==> src/pkg/t2cr_map.svh <==
// Register offsets, bit positions and reset values of the timer 2 control block
`ifndef T2CR_MAP_SVH
`define T2CR_MAP_SVH

`define T2CR_ADDR_CONTROL 8'hC8
`define T2CR_ADDR_MODE 8'hC9
`define T2CR_ADDR_CAPTURE_LOW 8'hCA
`define T2CR_ADDR_CAPTURE_HIGH 8'hCB
`define T2CR_ADDR_COUNT_LOW 8'hCC
`define T2CR_ADDR_COUNT_HIGH 8'hCD

`define T2CR_BIT_OVERFLOW_FLAG 7
`define T2CR_BIT_EXTERNAL_EDGE_FLAG 6
`define T2CR_BIT_RX_CLOCK_ROUTING 5
`define T2CR_BIT_TX_CLOCK_ROUTING 4
`define T2CR_BIT_EXT_TRIGGER_ENABLE 3
`define T2CR_BIT_RUN_CONTROL 2
`define T2CR_BIT_COUNTER_SELECT 1
`define T2CR_BIT_CAPTURE_RELOAD_SELECT 0
`define T2CR_BIT_DOWN_COUNT_ENABLE 0

`define T2CR_RESET_CONTROL 8'h00
`define T2CR_RESET_MODE 8'h00
`define T2CR_RESET_BYTE 8'h00
`define T2CR_UNMAPPED_READ 8'h00
`define T2CR_COUNT_TOP 16'hFFFF
`define T2CR_COUNT_STEP 16'h0001

`endif

==> src/pkg/t2cr_pkg.sv <==
// Types shared by the timer 2 control block
package t2cr_pkg;
  typedef enum logic [1:0] {
    T2CR_MODE_CAPTURE,
    T2CR_MODE_RELOAD_UP,
    T2CR_MODE_RELOAD_UPDOWN,
    T2CR_MODE_SERIAL_CLOCK
  } t2cr_mode_type;
endpackage : t2cr_pkg

==> src/pkg/t2cr_pin_if.sv <==
// Synchronised trigger pin level and falling-edge pulses between pin stage and timer
interface t2cr_pin_if;
  logic trigger_level;
  logic trigger_fall;
  logic count_fall;
  modport source (output trigger_level, output trigger_fall, output count_fall);
  modport sink (input trigger_level, input trigger_fall, input count_fall);
endinterface : t2cr_pin_if

==> src/t2cr_pin_sync.sv <==
// Two-flop synchronisers and falling-edge detectors for the trigger and count pins
module t2cr_pin_sync (
  // Clock and reset
  input wire logic clock_in,
  input wire logic reset_n_in,
  // Raw pins
  input wire logic trigger_pin_in,
  input wire logic external_count_input_in,
  // Conditioned pins
  t2cr_pin_if.source pins
);
  logic [1:0] meta_r;
  logic [1:0] sync_r;
  logic [1:0] prev_r;

  ////////////////////////////////////////////////////////////////////////////
  // Pins idle high, so reset to one to avoid a false edge
  always_ff @(posedge clock_in) begin
    if (!reset_n_in) begin
      meta_r <= 2'h3;
      sync_r <= 2'h3;
      prev_r <= 2'h3;
    end else begin
      meta_r <= {external_count_input_in, trigger_pin_in};
      sync_r <= meta_r;
      prev_r <= sync_r;
    end
  end

  ////////////////////////////////////////////////////////////////////////////
  assign pins.trigger_level = sync_r[0];
  assign pins.trigger_fall = prev_r[0] & ~sync_r[0];
  assign pins.count_fall = prev_r[1] & ~sync_r[1];
endmodule : t2cr_pin_sync

==> src/t2cr_timer.sv <==
// Timer 2 control: run control, capture, auto-reload, flags and serial clock routing
// Summary of operation
// - Overflow sets bit 7; only software clears.
// - No overflow flag while either routing bit set.
// - Trigger-caused capture or reload sets bit 6.
// - External flag requests interrupt; software clears it.
// - Down-count mode: external flag raises no interrupt.
// - Bit 5 routes overflows to receiver clock.
// - Bit 4 routes overflows to transmitter clock.
// - Trigger edges act only if enabled, not routing.
// - Run bit starts and stops counting.
// - Counter select: timer or external falling edges.
// - Capture select plus enable: trigger edge captures.
// - Reload select: reload on overflow and trigger.
// - Routing forces reload, ignores capture select.
// - Control at 0C8H, bit access, resets zero.
// - Capture copies count bytes into capture bytes.
// - Reload loads count from capture pair.
// - Down mode: pin sets direction, underflow reloads FFFF.
// - Interrupt request is OR of both flags; external flag masked in down mode.
`include "t2cr_map.svh"

module t2cr_timer
  import t2cr_pkg::*;
(
  // Clock and reset
  input wire logic clock_in,
  input wire logic reset_n_in,
  // Special-function register port
  input wire logic [7:0] sfr_addr_in,
  input wire logic [7:0] sfr_wdata_in,
  input wire logic sfr_wr_in,
  input wire logic sfr_bit_wr_in,
  input wire logic [2:0] sfr_bit_idx_in,
  input wire logic sfr_bit_val_in,
  output logic [7:0] sfr_rdata_out,
  // Pins
  input wire logic trigger_pin_in,
  input wire logic external_count_input_in,
  // Serial port clocking
  input wire logic timer1_overflow_in,
  output logic rx_bit_clock_out,
  output logic tx_bit_clock_out,
  // Interrupt request towards the core
  output logic timer_irq_out
);
  logic [7:0] control_r;
  logic [7:0] control_nxt;
  logic down_count_enable_r;
  logic [15:0] count_r;
  logic [15:0] count_nxt;
  logic [15:0] capture_r;
  logic [7:0] ctl_written;
  logic ctl_wr;
  logic overflow_flag;
  logic external_edge_flag;
  logic rx_clock_routing;
  logic tx_clock_routing;
  logic ext_trigger_enable;
  logic run_control;
  logic counter_select;
  logic capture_reload_select;
  logic clock_routing;
  logic tick;
  logic count_up;
  logic wrap_up;
  logic wrap_down;
  logic wrap;
  logic trigger_event;
  logic do_capture;
  logic trigger_reload;
  t2cr_mode_type mode;
  t2cr_pin_if pins ();

  ////////////////////////////////////////////////////////////////////////////
  // Pin conditioning
  t2cr_pin_sync u_pin_sync (
    .clock_in(clock_in),
    .reset_n_in(reset_n_in),
    .trigger_pin_in(trigger_pin_in),
    .external_count_input_in(external_count_input_in),
    .pins(pins)
  );

  ////////////////////////////////////////////////////////////////////////////
  // Control fields
  assign overflow_flag = control_r[`T2CR_BIT_OVERFLOW_FLAG];
  assign external_edge_flag = control_r[`T2CR_BIT_EXTERNAL_EDGE_FLAG];
  assign rx_clock_routing = control_r[`T2CR_BIT_RX_CLOCK_ROUTING];
  assign tx_clock_routing = control_r[`T2CR_BIT_TX_CLOCK_ROUTING];
  assign ext_trigger_enable = control_r[`T2CR_BIT_EXT_TRIGGER_ENABLE];
  assign run_control = control_r[`T2CR_BIT_RUN_CONTROL];
  assign counter_select = control_r[`T2CR_BIT_COUNTER_SELECT];
  assign capture_reload_select = control_r[`T2CR_BIT_CAPTURE_RELOAD_SELECT];
  assign clock_routing = rx_clock_routing | tx_clock_routing;

  // Routing overrides the capture select
  always_comb begin
    if (clock_routing) begin
      mode = T2CR_MODE_SERIAL_CLOCK;
    end else if (capture_reload_select) begin
      mode = T2CR_MODE_CAPTURE;
    end else if (down_count_enable_r) begin
      mode = T2CR_MODE_RELOAD_UPDOWN;
    end else begin
      mode = T2CR_MODE_RELOAD_UP;
    end
  end

  ////////////////////////////////////////////////////////////////////////////
  // Count engine
  // Timer function advances every core clock; no prescaler is modelled
  assign tick = run_control & (counter_select ? pins.count_fall : 1'b1);
  assign count_up = (mode != T2CR_MODE_RELOAD_UPDOWN) | pins.trigger_level;
  assign wrap_up = tick & count_up & (count_r == `T2CR_COUNT_TOP);
  assign wrap_down = tick & ~count_up & (count_r == capture_r);
  assign wrap = wrap_up | wrap_down;
  assign trigger_event = pins.trigger_fall & ext_trigger_enable & ~clock_routing;
  assign do_capture = trigger_event & (mode == T2CR_MODE_CAPTURE);
  // In up/down mode the trigger pin is direction, not a reload source
  assign trigger_reload = trigger_event & (mode == T2CR_MODE_RELOAD_UP);

  always_comb begin
    count_nxt = count_r;
    case (mode)
      T2CR_MODE_CAPTURE: begin
        if (tick) begin
          count_nxt = count_r + `T2CR_COUNT_STEP;
        end
      end
      T2CR_MODE_RELOAD_UPDOWN: begin
        if (wrap_down) begin
          count_nxt = `T2CR_COUNT_TOP;
        end else if (wrap_up) begin
          count_nxt = capture_r;
        end else if (tick) begin
          count_nxt = count_up ? count_r + `T2CR_COUNT_STEP : count_r - `T2CR_COUNT_STEP;
        end
      end
      default: begin
        if (wrap_up || trigger_reload) begin
          count_nxt = capture_r;
        end else if (tick) begin
          count_nxt = count_r + `T2CR_COUNT_STEP;
        end
      end
    endcase
  end

  // Software writes to the count win over counting in the same cycle
  always_ff @(posedge clock_in) begin
    if (!reset_n_in) begin
      count_r <= {`T2CR_RESET_BYTE, `T2CR_RESET_BYTE};
    end else if (sfr_wr_in && sfr_addr_in == `T2CR_ADDR_COUNT_LOW) begin
      count_r <= {count_nxt[15:8], sfr_wdata_in};
    end else if (sfr_wr_in && sfr_addr_in == `T2CR_ADDR_COUNT_HIGH) begin
      count_r <= {sfr_wdata_in, count_nxt[7:0]};
    end else begin
      count_r <= count_nxt;
    end
  end

  always_ff @(posedge clock_in) begin
    if (!reset_n_in) begin
      capture_r <= {`T2CR_RESET_BYTE, `T2CR_RESET_BYTE};
    end else if (do_capture) begin
      capture_r <= count_r;
    end else if (sfr_wr_in && sfr_addr_in == `T2CR_ADDR_CAPTURE_LOW) begin
      capture_r[7:0] <= sfr_wdata_in;
    end else if (sfr_wr_in && sfr_addr_in == `T2CR_ADDR_CAPTURE_HIGH) begin
      capture_r[15:8] <= sfr_wdata_in;
    end
  end

  ////////////////////////////////////////////////////////////////////////////
  // Control register, byte and single-bit writes
  always_comb begin
    ctl_written = control_r;
    ctl_wr = 1'b0;
    if (sfr_addr_in == `T2CR_ADDR_CONTROL) begin
      if (sfr_wr_in) begin
        ctl_written = sfr_wdata_in;
        ctl_wr = 1'b1;
      end else if (sfr_bit_wr_in) begin
        ctl_written[sfr_bit_idx_in] = sfr_bit_val_in;
        ctl_wr = 1'b1;
      end
    end
  end

  always_comb begin
    control_nxt = ctl_wr ? ctl_written : control_r;
    if (wrap && !clock_routing) begin
      control_nxt[`T2CR_BIT_OVERFLOW_FLAG] = 1'b1;
    end
    if (mode == T2CR_MODE_RELOAD_UPDOWN) begin
      // Seventeenth count bit in up/down mode
      if (wrap) begin
        control_nxt[`T2CR_BIT_EXTERNAL_EDGE_FLAG] = ~control_nxt[`T2CR_BIT_EXTERNAL_EDGE_FLAG];
      end
    end else if (trigger_event) begin
      control_nxt[`T2CR_BIT_EXTERNAL_EDGE_FLAG] = 1'b1;
    end
  end

  always_ff @(posedge clock_in) begin
    if (!reset_n_in) begin
      control_r <= `T2CR_RESET_CONTROL;
    end else begin
      control_r <= control_nxt;
    end
  end

  always_ff @(posedge clock_in) begin
    if (!reset_n_in) begin
      down_count_enable_r <= 1'b0;
    end else if (sfr_wr_in && sfr_addr_in == `T2CR_ADDR_MODE) begin
      down_count_enable_r <= sfr_wdata_in[`T2CR_BIT_DOWN_COUNT_ENABLE];
    end
  end

  ////////////////////////////////////////////////////////////////////////////
  // Read data, registered one cycle after the address
  always_ff @(posedge clock_in) begin
    if (!reset_n_in) begin
      sfr_rdata_out <= `T2CR_UNMAPPED_READ;
    end else if (sfr_addr_in == `T2CR_ADDR_CONTROL) begin
      sfr_rdata_out <= control_r;
    end else if (sfr_addr_in == `T2CR_ADDR_MODE) begin
      sfr_rdata_out <= {7'h00, down_count_enable_r};
    end else if (sfr_addr_in == `T2CR_ADDR_CAPTURE_LOW) begin
      sfr_rdata_out <= capture_r[7:0];
    end else if (sfr_addr_in == `T2CR_ADDR_CAPTURE_HIGH) begin
      sfr_rdata_out <= capture_r[15:8];
    end else if (sfr_addr_in == `T2CR_ADDR_COUNT_LOW) begin
      sfr_rdata_out <= count_r[7:0];
    end else if (sfr_addr_in == `T2CR_ADDR_COUNT_HIGH) begin
      sfr_rdata_out <= count_r[15:8];
    end else begin
      sfr_rdata_out <= `T2CR_UNMAPPED_READ;
    end
  end

  ////////////////////////////////////////////////////////////////////////////
  // Serial bit clocks and interrupt request
  always_ff @(posedge clock_in) begin
    if (!reset_n_in) begin
      rx_bit_clock_out <= 1'b0;
      tx_bit_clock_out <= 1'b0;
    end else begin
      rx_bit_clock_out <= rx_clock_routing ? wrap_up : timer1_overflow_in;
      tx_bit_clock_out <= tx_clock_routing ? wrap_up : timer1_overflow_in;
    end
  end

  // Flags are never cleared by servicing; only software clears them, bar the bit 6 toggle in up/down mode
  always_ff @(posedge clock_in) begin
    if (!reset_n_in) begin
      timer_irq_out <= 1'b0;
    end else begin
      timer_irq_out <= overflow_flag | (external_edge_flag & ~down_count_enable_r);
    end
  end
endmodule : t2cr_timer

==> config.mk <==
export PLATFORM = sky130hd
export DESIGN_NAME = t2cr_timer
export DESIGN_NICKNAME = d
export VERILOG_FILES = /design/src/pkg/t2cr_pkg.sv /design/src/pkg/t2cr_pin_if.sv /design/src/t2cr_pin_sync.sv /design/src/t2cr_timer.sv
export VERILOG_INCLUDE_DIRS = /design/src /design/src/pkg
export SDC_FILE = /design/constraint.sdc
export NUM_CORES = 1
export LEC_CHECK = 0
export ABC_CLOCK_PERIOD_IN_PS = 2350
export BUFFER_PORTS_ARGS = -buffer_cell sky130_fd_sc_hd__buf_2
export CAP_MARGIN = 0
export CORE_AREA = 2 2 97 99
export DETAILED_ROUTE_END_ITERATION = 10
export DIE_AREA = 0 0 99 101
export PLACE_DENSITY = 0.84
export SLEW_MARGIN = 15
export SYNTH_ARGS = -nofsm -noshare
export SYNTH_HDL_FRONTEND = slang
export SYNTH_SLANG_ARGS = --single-unit
==> constraint.sdc <==
create_clock -name clock_in -period 2.35 [get_ports clock_in]
set_clock_uncertainty 0.1 [all_clocks]
set_input_delay 0.47 -clock clock_in [delete_from_list [all_inputs] [get_ports clock_in]]
set_output_delay 0.47 -clock clock_in [all_outputs]
set_load 0.01 [all_outputs]
---- Word level (Yosys, flattened, before mapping) ----
Index checks and enable logic that the tools add are counted.
cells by class
  reduce and logical (&&, ||, !) cells .... 19
  multiplexer cells ....................... 39
  order comparisons ....................... 2
  divide/modulo/power cells ............... 0
  shift operators ......................... 0
  multipliers ............................. 0
  $add $sub $neg .......................... 2
  bitwise gates (word level) .............. 22
  eq/ne operators ......................... 12
operators with widths
  cell                                                                           count
  16-bit two-way mux                                                             9
  8-bit two-way mux                                                              13
  8-bit == test (second input constant)                                          6
  16-bit one-hot mux with 2 select lines                                         1
  16-bit by 1-bit adder with 16-bit output (second input constant)               1
  16-bit == test                                                                 1
  16-bit == test (second input constant)                                         1
  16-bit by 1-bit subtractor with 16-bit output (second input constant)          1
  1-bit AND                                                                      12
  1-bit two-way mux                                                              11
  2-bit nonzero test                                                             5
  8-bit bitwise mux                                                              1
  1-bit logical AND                                                              7
  2-bit two-way mux                                                              3
  1-bit NOT                                                                      6
  3-bit AND reduction                                                            2
  3-bit by 4-bit less-than comparator with 1-bit output (second input constant)  1
  2-bit inequality test (second input constant)                                  2
  1-bit bitwise OR                                                               4
  1-bit demux with 3-bit select                                                  1
  3-bit by 1-bit >= comparator with 1-bit output (second input constant)         1
  3-bit nonzero test                                                             1
  2-bit by 1-bit == test with 1-bit output (second input constant)               1
  2-bit == test (second input constant)                                          1
  other kinds (4)                                                                4
storage, ports and cells
  register bits after elaboration ......... 58
  memories kept ........................... 0
  latch bits .............................. 0
  bits in writable memories ............... 0
  ROM bits ................................ 0
  input bits .............................. 27

---- Longest topological paths before layout ----
  depth after elaboration ................. 12
  mapped depth ............................ 9

---- Hierarchy ----
A second synthesis with hierarchy kept.
second synthesis, totals
  cells, all modules ...................... 619
  area, all modules ....................... 4772.1 um^2
by module, submodules not included
  module         area an instance (um^2)  instances  cells each
  t2cr_timer     4601.9                   1          605
  t2cr_pin_sync  170.2                    1          14

---- Worst setup path before layout ----
No wires, ideal clock.
  path kind ............................... reg-to-reg
  from .................................... register count_r[0]
  to ...................................... register count_r[15]
  arrival ................................. 2.158 ns
  clock period less this slack ............ 2.384 ns
  path slack .............................. -0.034 ns
  cell stages (with the launch flop) ...... 9
  required time ........................... 2.124 ns
  setup time .............................. 0.126 ns
  path buffers ............................ 1
  path through ............................ dfxtp_1 -> ha_1 -> nand4_4 -> or4_4 -> buf_6 -> o211ai_4 -> nand2_4 -> a2111oi_2 -> a21oi_1
on the way
  longest elaborated chain between the ends .. 8
  elaborated cells between the ends (all ways) .. 16
RTL lines
  item                                                                                                                 RTL line           RTL
  start: declaration                                                                                                   t2cr_timer.sv:50   logic [15:0] count_r;
  start signal: assignment                                                                                             t2cr_timer.sv:153  count_r <= {`T2CR_RESET_BYTE, `T2CR_RESET_BYTE};
  start signal: assignment                                                                                             t2cr_timer.sv:155  count_r <= {count_nxt[15:8], sfr_wdata_in};
  start signal: assignment                                                                                             t2cr_timer.sv:157  count_r <= {sfr_wdata_in, count_nxt[7:0]};
  16-bit by 1-bit subtractor with 16-bit output (no line) or 16-bit by 1-bit adder with 16-bit output (tied branches)  -
  16-bit two-way mux (no line)                                                                                         -
  16-bit two-way mux                                                                                                   t2cr_timer.sv:136  end else if (tick) begin
  16-bit two-way mux                                                                                                   t2cr_timer.sv:134  end else if (wrap_up) begin
  16-bit two-way mux                                                                                                   t2cr_timer.sv:132  if (wrap_down) begin
  16-bit one-hot mux with 2 select lines *                                                                             t2cr_timer.sv:125  case (mode)
  16-bit two-way mux                                                                                                   t2cr_timer.sv:156  end else if (sfr_wr_in && sfr_addr_in == `T2CR_ADDR_COUNT_HIGH) begin
  16-bit two-way mux *                                                                                                 t2cr_timer.sv:154  end else if (sfr_wr_in && sfr_addr_in == `T2CR_ADDR_COUNT_LOW) begin
Every way passes the cells marked *; elsewhere a longest branch is shown, timed or not.
A chain may end at the register's enable or synchronous reset.

---- Worst setup path in the final report ----
  from .................................... register control_r[4]
  to ...................................... register count_r[7]
on the way
  longest elaborated chain between the ends .. 11
  elaborated cells between the ends (all ways) .. 24
RTL lines
  item                                                        RTL line                              RTL
  start: declaration                                          t2cr_timer.sv:47                      logic [7:0] control_r;
  start signal: assignment                                    t2cr_timer.sv:208                     control_r <= `T2CR_RESET_CONTROL;
  start signal: assignment                                    t2cr_timer.sv:210                     control_r <= control_nxt;
  1-bit bitwise OR *                                          t2cr_timer.sv:95                      assign clock_routing = rx_clock_routing | tx_clock_routing;
  2-bit two-way mux                                           t2cr_timer.sv:99                      if (clock_routing) begin
  2-bit inequality test                                       t2cr_timer.sv:114                     assign count_up = (mode != T2CR_MODE_RELOAD_UPDOWN) | pins.trigger_level;
  1-bit bitwise OR                                            t2cr_timer.sv:114
  16-bit two-way mux (no line), or another cell as far along  -
  16-bit two-way mux, or another cell as far along            t2cr_timer.sv:136
  16-bit two-way mux, or another cell as far along            t2cr_timer.sv:134
  16-bit two-way mux, on equally long branches                t2cr_timer.sv:132, t2cr_timer.sv:141
  16-bit one-hot mux with 2 select lines *                    t2cr_timer.sv:125
  16-bit two-way mux *                                        t2cr_timer.sv:156
  16-bit two-way mux *                                        t2cr_timer.sv:154
Marks and branches as above.

==> results.sh <==
export IMPL_drive_gt1_frac=0.299
export IMPL_synth_seq_cells=58
export IMPL_top_layer_used="met4"
export IMPL_path_clk_slew_ps=80
export IMPL_grt_antenna_before_repair=0
export IMPL_syn_num_nets=684
export IMPL_num_rows=35
export IMPL_synth_distinct_cells=80
export IMPL_die_area_um2=10000
export IMPL_clkSinkCount=58
export IMPL_dp_hpwl_um=16700
export IMPL_final_cell_mix="buf_4 (131), nor2_1 (84), nand2_1 (56), dfxtp_1 (54), o21ai_0 (41)"
export IMPL_synth_cells=654
export IMPL_max_slew_margin_rel=0.410
export IMPL_clockRootBuffer="clkbuf_8"
export IMPL_die_w_um=99
export IMPL_tritoncts="yes"
export IMPL_nets=818
export IMPL_die_h_um=101
export IMPL_grt_max_degree=33
export IMPL_yosys_area_top_type="dfxtp_1"
export IMPL_synth_area_leaders="dfxtp_1 (24%), nor2_1 (6.6%), xor2_1 (4.9%)"
export IMPL_finalMaxSlewViolations=0
export IMPL_clockPowerShare=0.476
export IMPL_layout_min_cycle_time_ps=2330
export IMPL_track_usage=0.449
export IMPL_grt_pass1_vias=5953
export IMPL_met2_wirelength_um=9510
export IMPL_placed_area_um2=5970
export IMPL_wl_met3_um=3170
export IMPL_start_util=0.537
export IMPL_wirelength_um=22500
export IMPL_port_buffers=37
export IMPL_end_kind="register"
export IMPL_mostFrequentLayoutCell="buf_4"
export IMPL_timing_hold_violations_final=0
export IMPL_boundaryPins=38
export IMPL_post_layout_nonfiller_instances=904
export IMPL_clk_latency_ps=350
export IMPL_core_um2=8980
export IMPL_syn_to_final_growth_pct=31.7
export IMPL_p_int_mw=1.73
export IMPL_fillers=752
export IMPL_syn_area_um2=4820
export IMPL_numCtsBuffers=9
export IMPL_yosysSeqAreaShare=0.241
export IMPL_antennaDiodeCount=0
export IMPL_startpoint_type="register"
export IMPL_path_cells="buf_4, nor2_1, o21ai_1, a41oi_1, nand3_1, a211oi_1, o41ai_1"
export IMPL_fin_crit_sh=0.991
export IMPL_dr_pass1_iters=6
export IMPL_dp_cells=884
export IMPL_pwr_share_comb=0.102
export IMPL_p_switching_uw=625
export IMPL_maxCapViolCount=0
export IMPL_p_per_area_nw_per_um2=372
export IMPL_rsz0062_at_grt="true"
export IMPL_dr_total_vias=6365
export IMPL_synth_edf_count=0
export IMPL_setup_violations=0
export IMPL_hp_class="input port to register"
export IMPL_yosys_warnings=0
export IMPL_syn_area_per_cell_um2=7.37
export IMPL_rrSetupSlack_ps=20
export IMPL_worst_slew_pin_slew_ps=879
export IMPL_max_stage_delay_ps=380
export IMPL_fmax_mhz=429
export IMPL_synthDominantCellAreaShare=0.241
export IMPL_worst_slack_ps=21.6
export IMPL_seq_power_share=0.422
export IMPL_path_class="register to register"
export IMPL_ir_drop_v=0.000309
export IMPL_status="finished, final reports clean"
export IMPL_crit_required_ps=2460
export IMPL_met1Wirelength_um=8320
export IMPL_critPathMaxFanout=6
export IMPL_final_antenna_net_count=0
export IMPL_grt_pass1_wl_um=33900
export IMPL_slowest_stage="dfxtp_1"
export IMPL_yosys_most_used_dff="dfxtp_1"
export IMPL_preCtsSetupSlack_ps=-146
export IMPL_drc_errors=0
export IMPL_cts_max_level=3
export IMPL_overflow=0
export IMPL_viasPerCell=7.04
export IMPL_p_leak_nw=2.66
export IMPL_arrival_ps=2440
export IMPL_cts_buffer_depth=2
export IMPL_power_mw=2.36
export IMPL_swShare=0.265
export IMPL_finalInstanceArea_um2=6350
export IMPL_synthArstFlopShare=0
export IMPL_gp_congestion=1.06
export IMPL_avgRoutedWirePerCell_um=24.9
export IMPL_drt_initial_drc_count=768
-- worst max-delay path, delay by kind of cell (launching register included) --
kind / cells / cell delay (ps)
AND/OR/NAND/NOR: 2 / 390
buffers and inverters: 1 / 200
flip-flops: 1 / 380
AO/OA/AOI/OAI: 4 / 1130
-- per-stage QoR --
| stage | util | setup TNS, ps | hold WS [ps] |
|---|---|---|---|
| after global routing | 0.707 | -35.8 | 202 |
| final | 0.707 | 0 | 203 |
| after floorplan | - | 0 | 286 |
| after detailed placement | 0.665 | -467 | 341 |
| after CTS | 0.695 | -2.50 | 205 |
| after global placement | 0.665 | -259 | 296 |
-- sequential cells by signal, indices dropped and copies added (netlist names) --
register             count
capture_r               16
control_r                8
count_r                 16
down_count_enable_r      1
rx_bit_clock_out         1
sfr_rdata_out            8
timer_irq_out            1
tx_bit_clock_out         1
u_pin_sync.meta_r        2
u_pin_sync.prev_r        2
u_pin_sync.sync_r        2
-- synthesized netlist by cell type (11+ instances only) --
library cell,count
dfxtp_1,58
nand2_1,57
nor4_1,14
nor3_1,19
o211ai_1,11
nor2_1,85
o21ai_0,43
clkbuf_1,36
mux2i_1,22
xor2_1,27
inv_1,16
nand3_1,20
nand4_1,13
a211oi_1,12
a311oi_1,16
a21oi_1,36
-- metal layers --
layer / global-route usage / up-vias
li1: - / 2743
met1: 0.566 / 2907
met2: 0.689 / 571
met3: 0.131 / 144
met4: 0.247 / 0
met5: 0 / -
-- path summary, 6_finish.rpt --
check / startpoint / to / depth (start not counted)
max: control_r[4] / count_r[7] / 7
min: trigger_pin_in / u_pin_sync.meta_r[0] / 2
max reg2reg: control_r[4] / count_r[7] / 7
min reg2reg: u_pin_sync.meta_r[1] / u_pin_sync.sync_r[1] / 1
-- cell families (layout without fill, tap and decap cells) --
kind of cell | Yosys count | count (layout) | synth area share
xor+xnor | 33 | 33 | 0.0599
compound gates | 204 | 204 | 0.302
simple gates | 262 | 262 | 0.277
fa+ha+maj | 3 | 3 | 0.00778
mux | 26 | 26 | 0.0550
flops | 58 | 58 | 0.241
buf+inv | 68 | 207 | 0.0581
-- power by group through the flow --
stage	Sequential [mW]	Clock, mW	Combinational (mW)
after floorplan	1.02	0	0.109
after global placement	1.02	0	0.218
after detailed placement	1.02	0	0.223
after CTS	0.996	1.11	0.226
after global routing	0.997	1.15	0.250
final	0.996	1.12	0.241
-- repair_timing --
item,CTS,global route
buffers inserted,2,2
gates resized for setup,5,24
hold buffers,0,0
endpoints found under the setup margin,3,17
pin swaps,3,3
-- cell type report --
type	count	area (µm²)	area share
clock buffers	12	155	0.0244
clock inverters	4	73.8	0.0116
inverters	17	63.8	0.0101
multi-input cells	528	3490	0.549
flip-flops and latches	58	1170	0.184
well taps	111	139	0.0219
repair buffers	174	1260	0.199
Power figures use the tool's default switching activity.
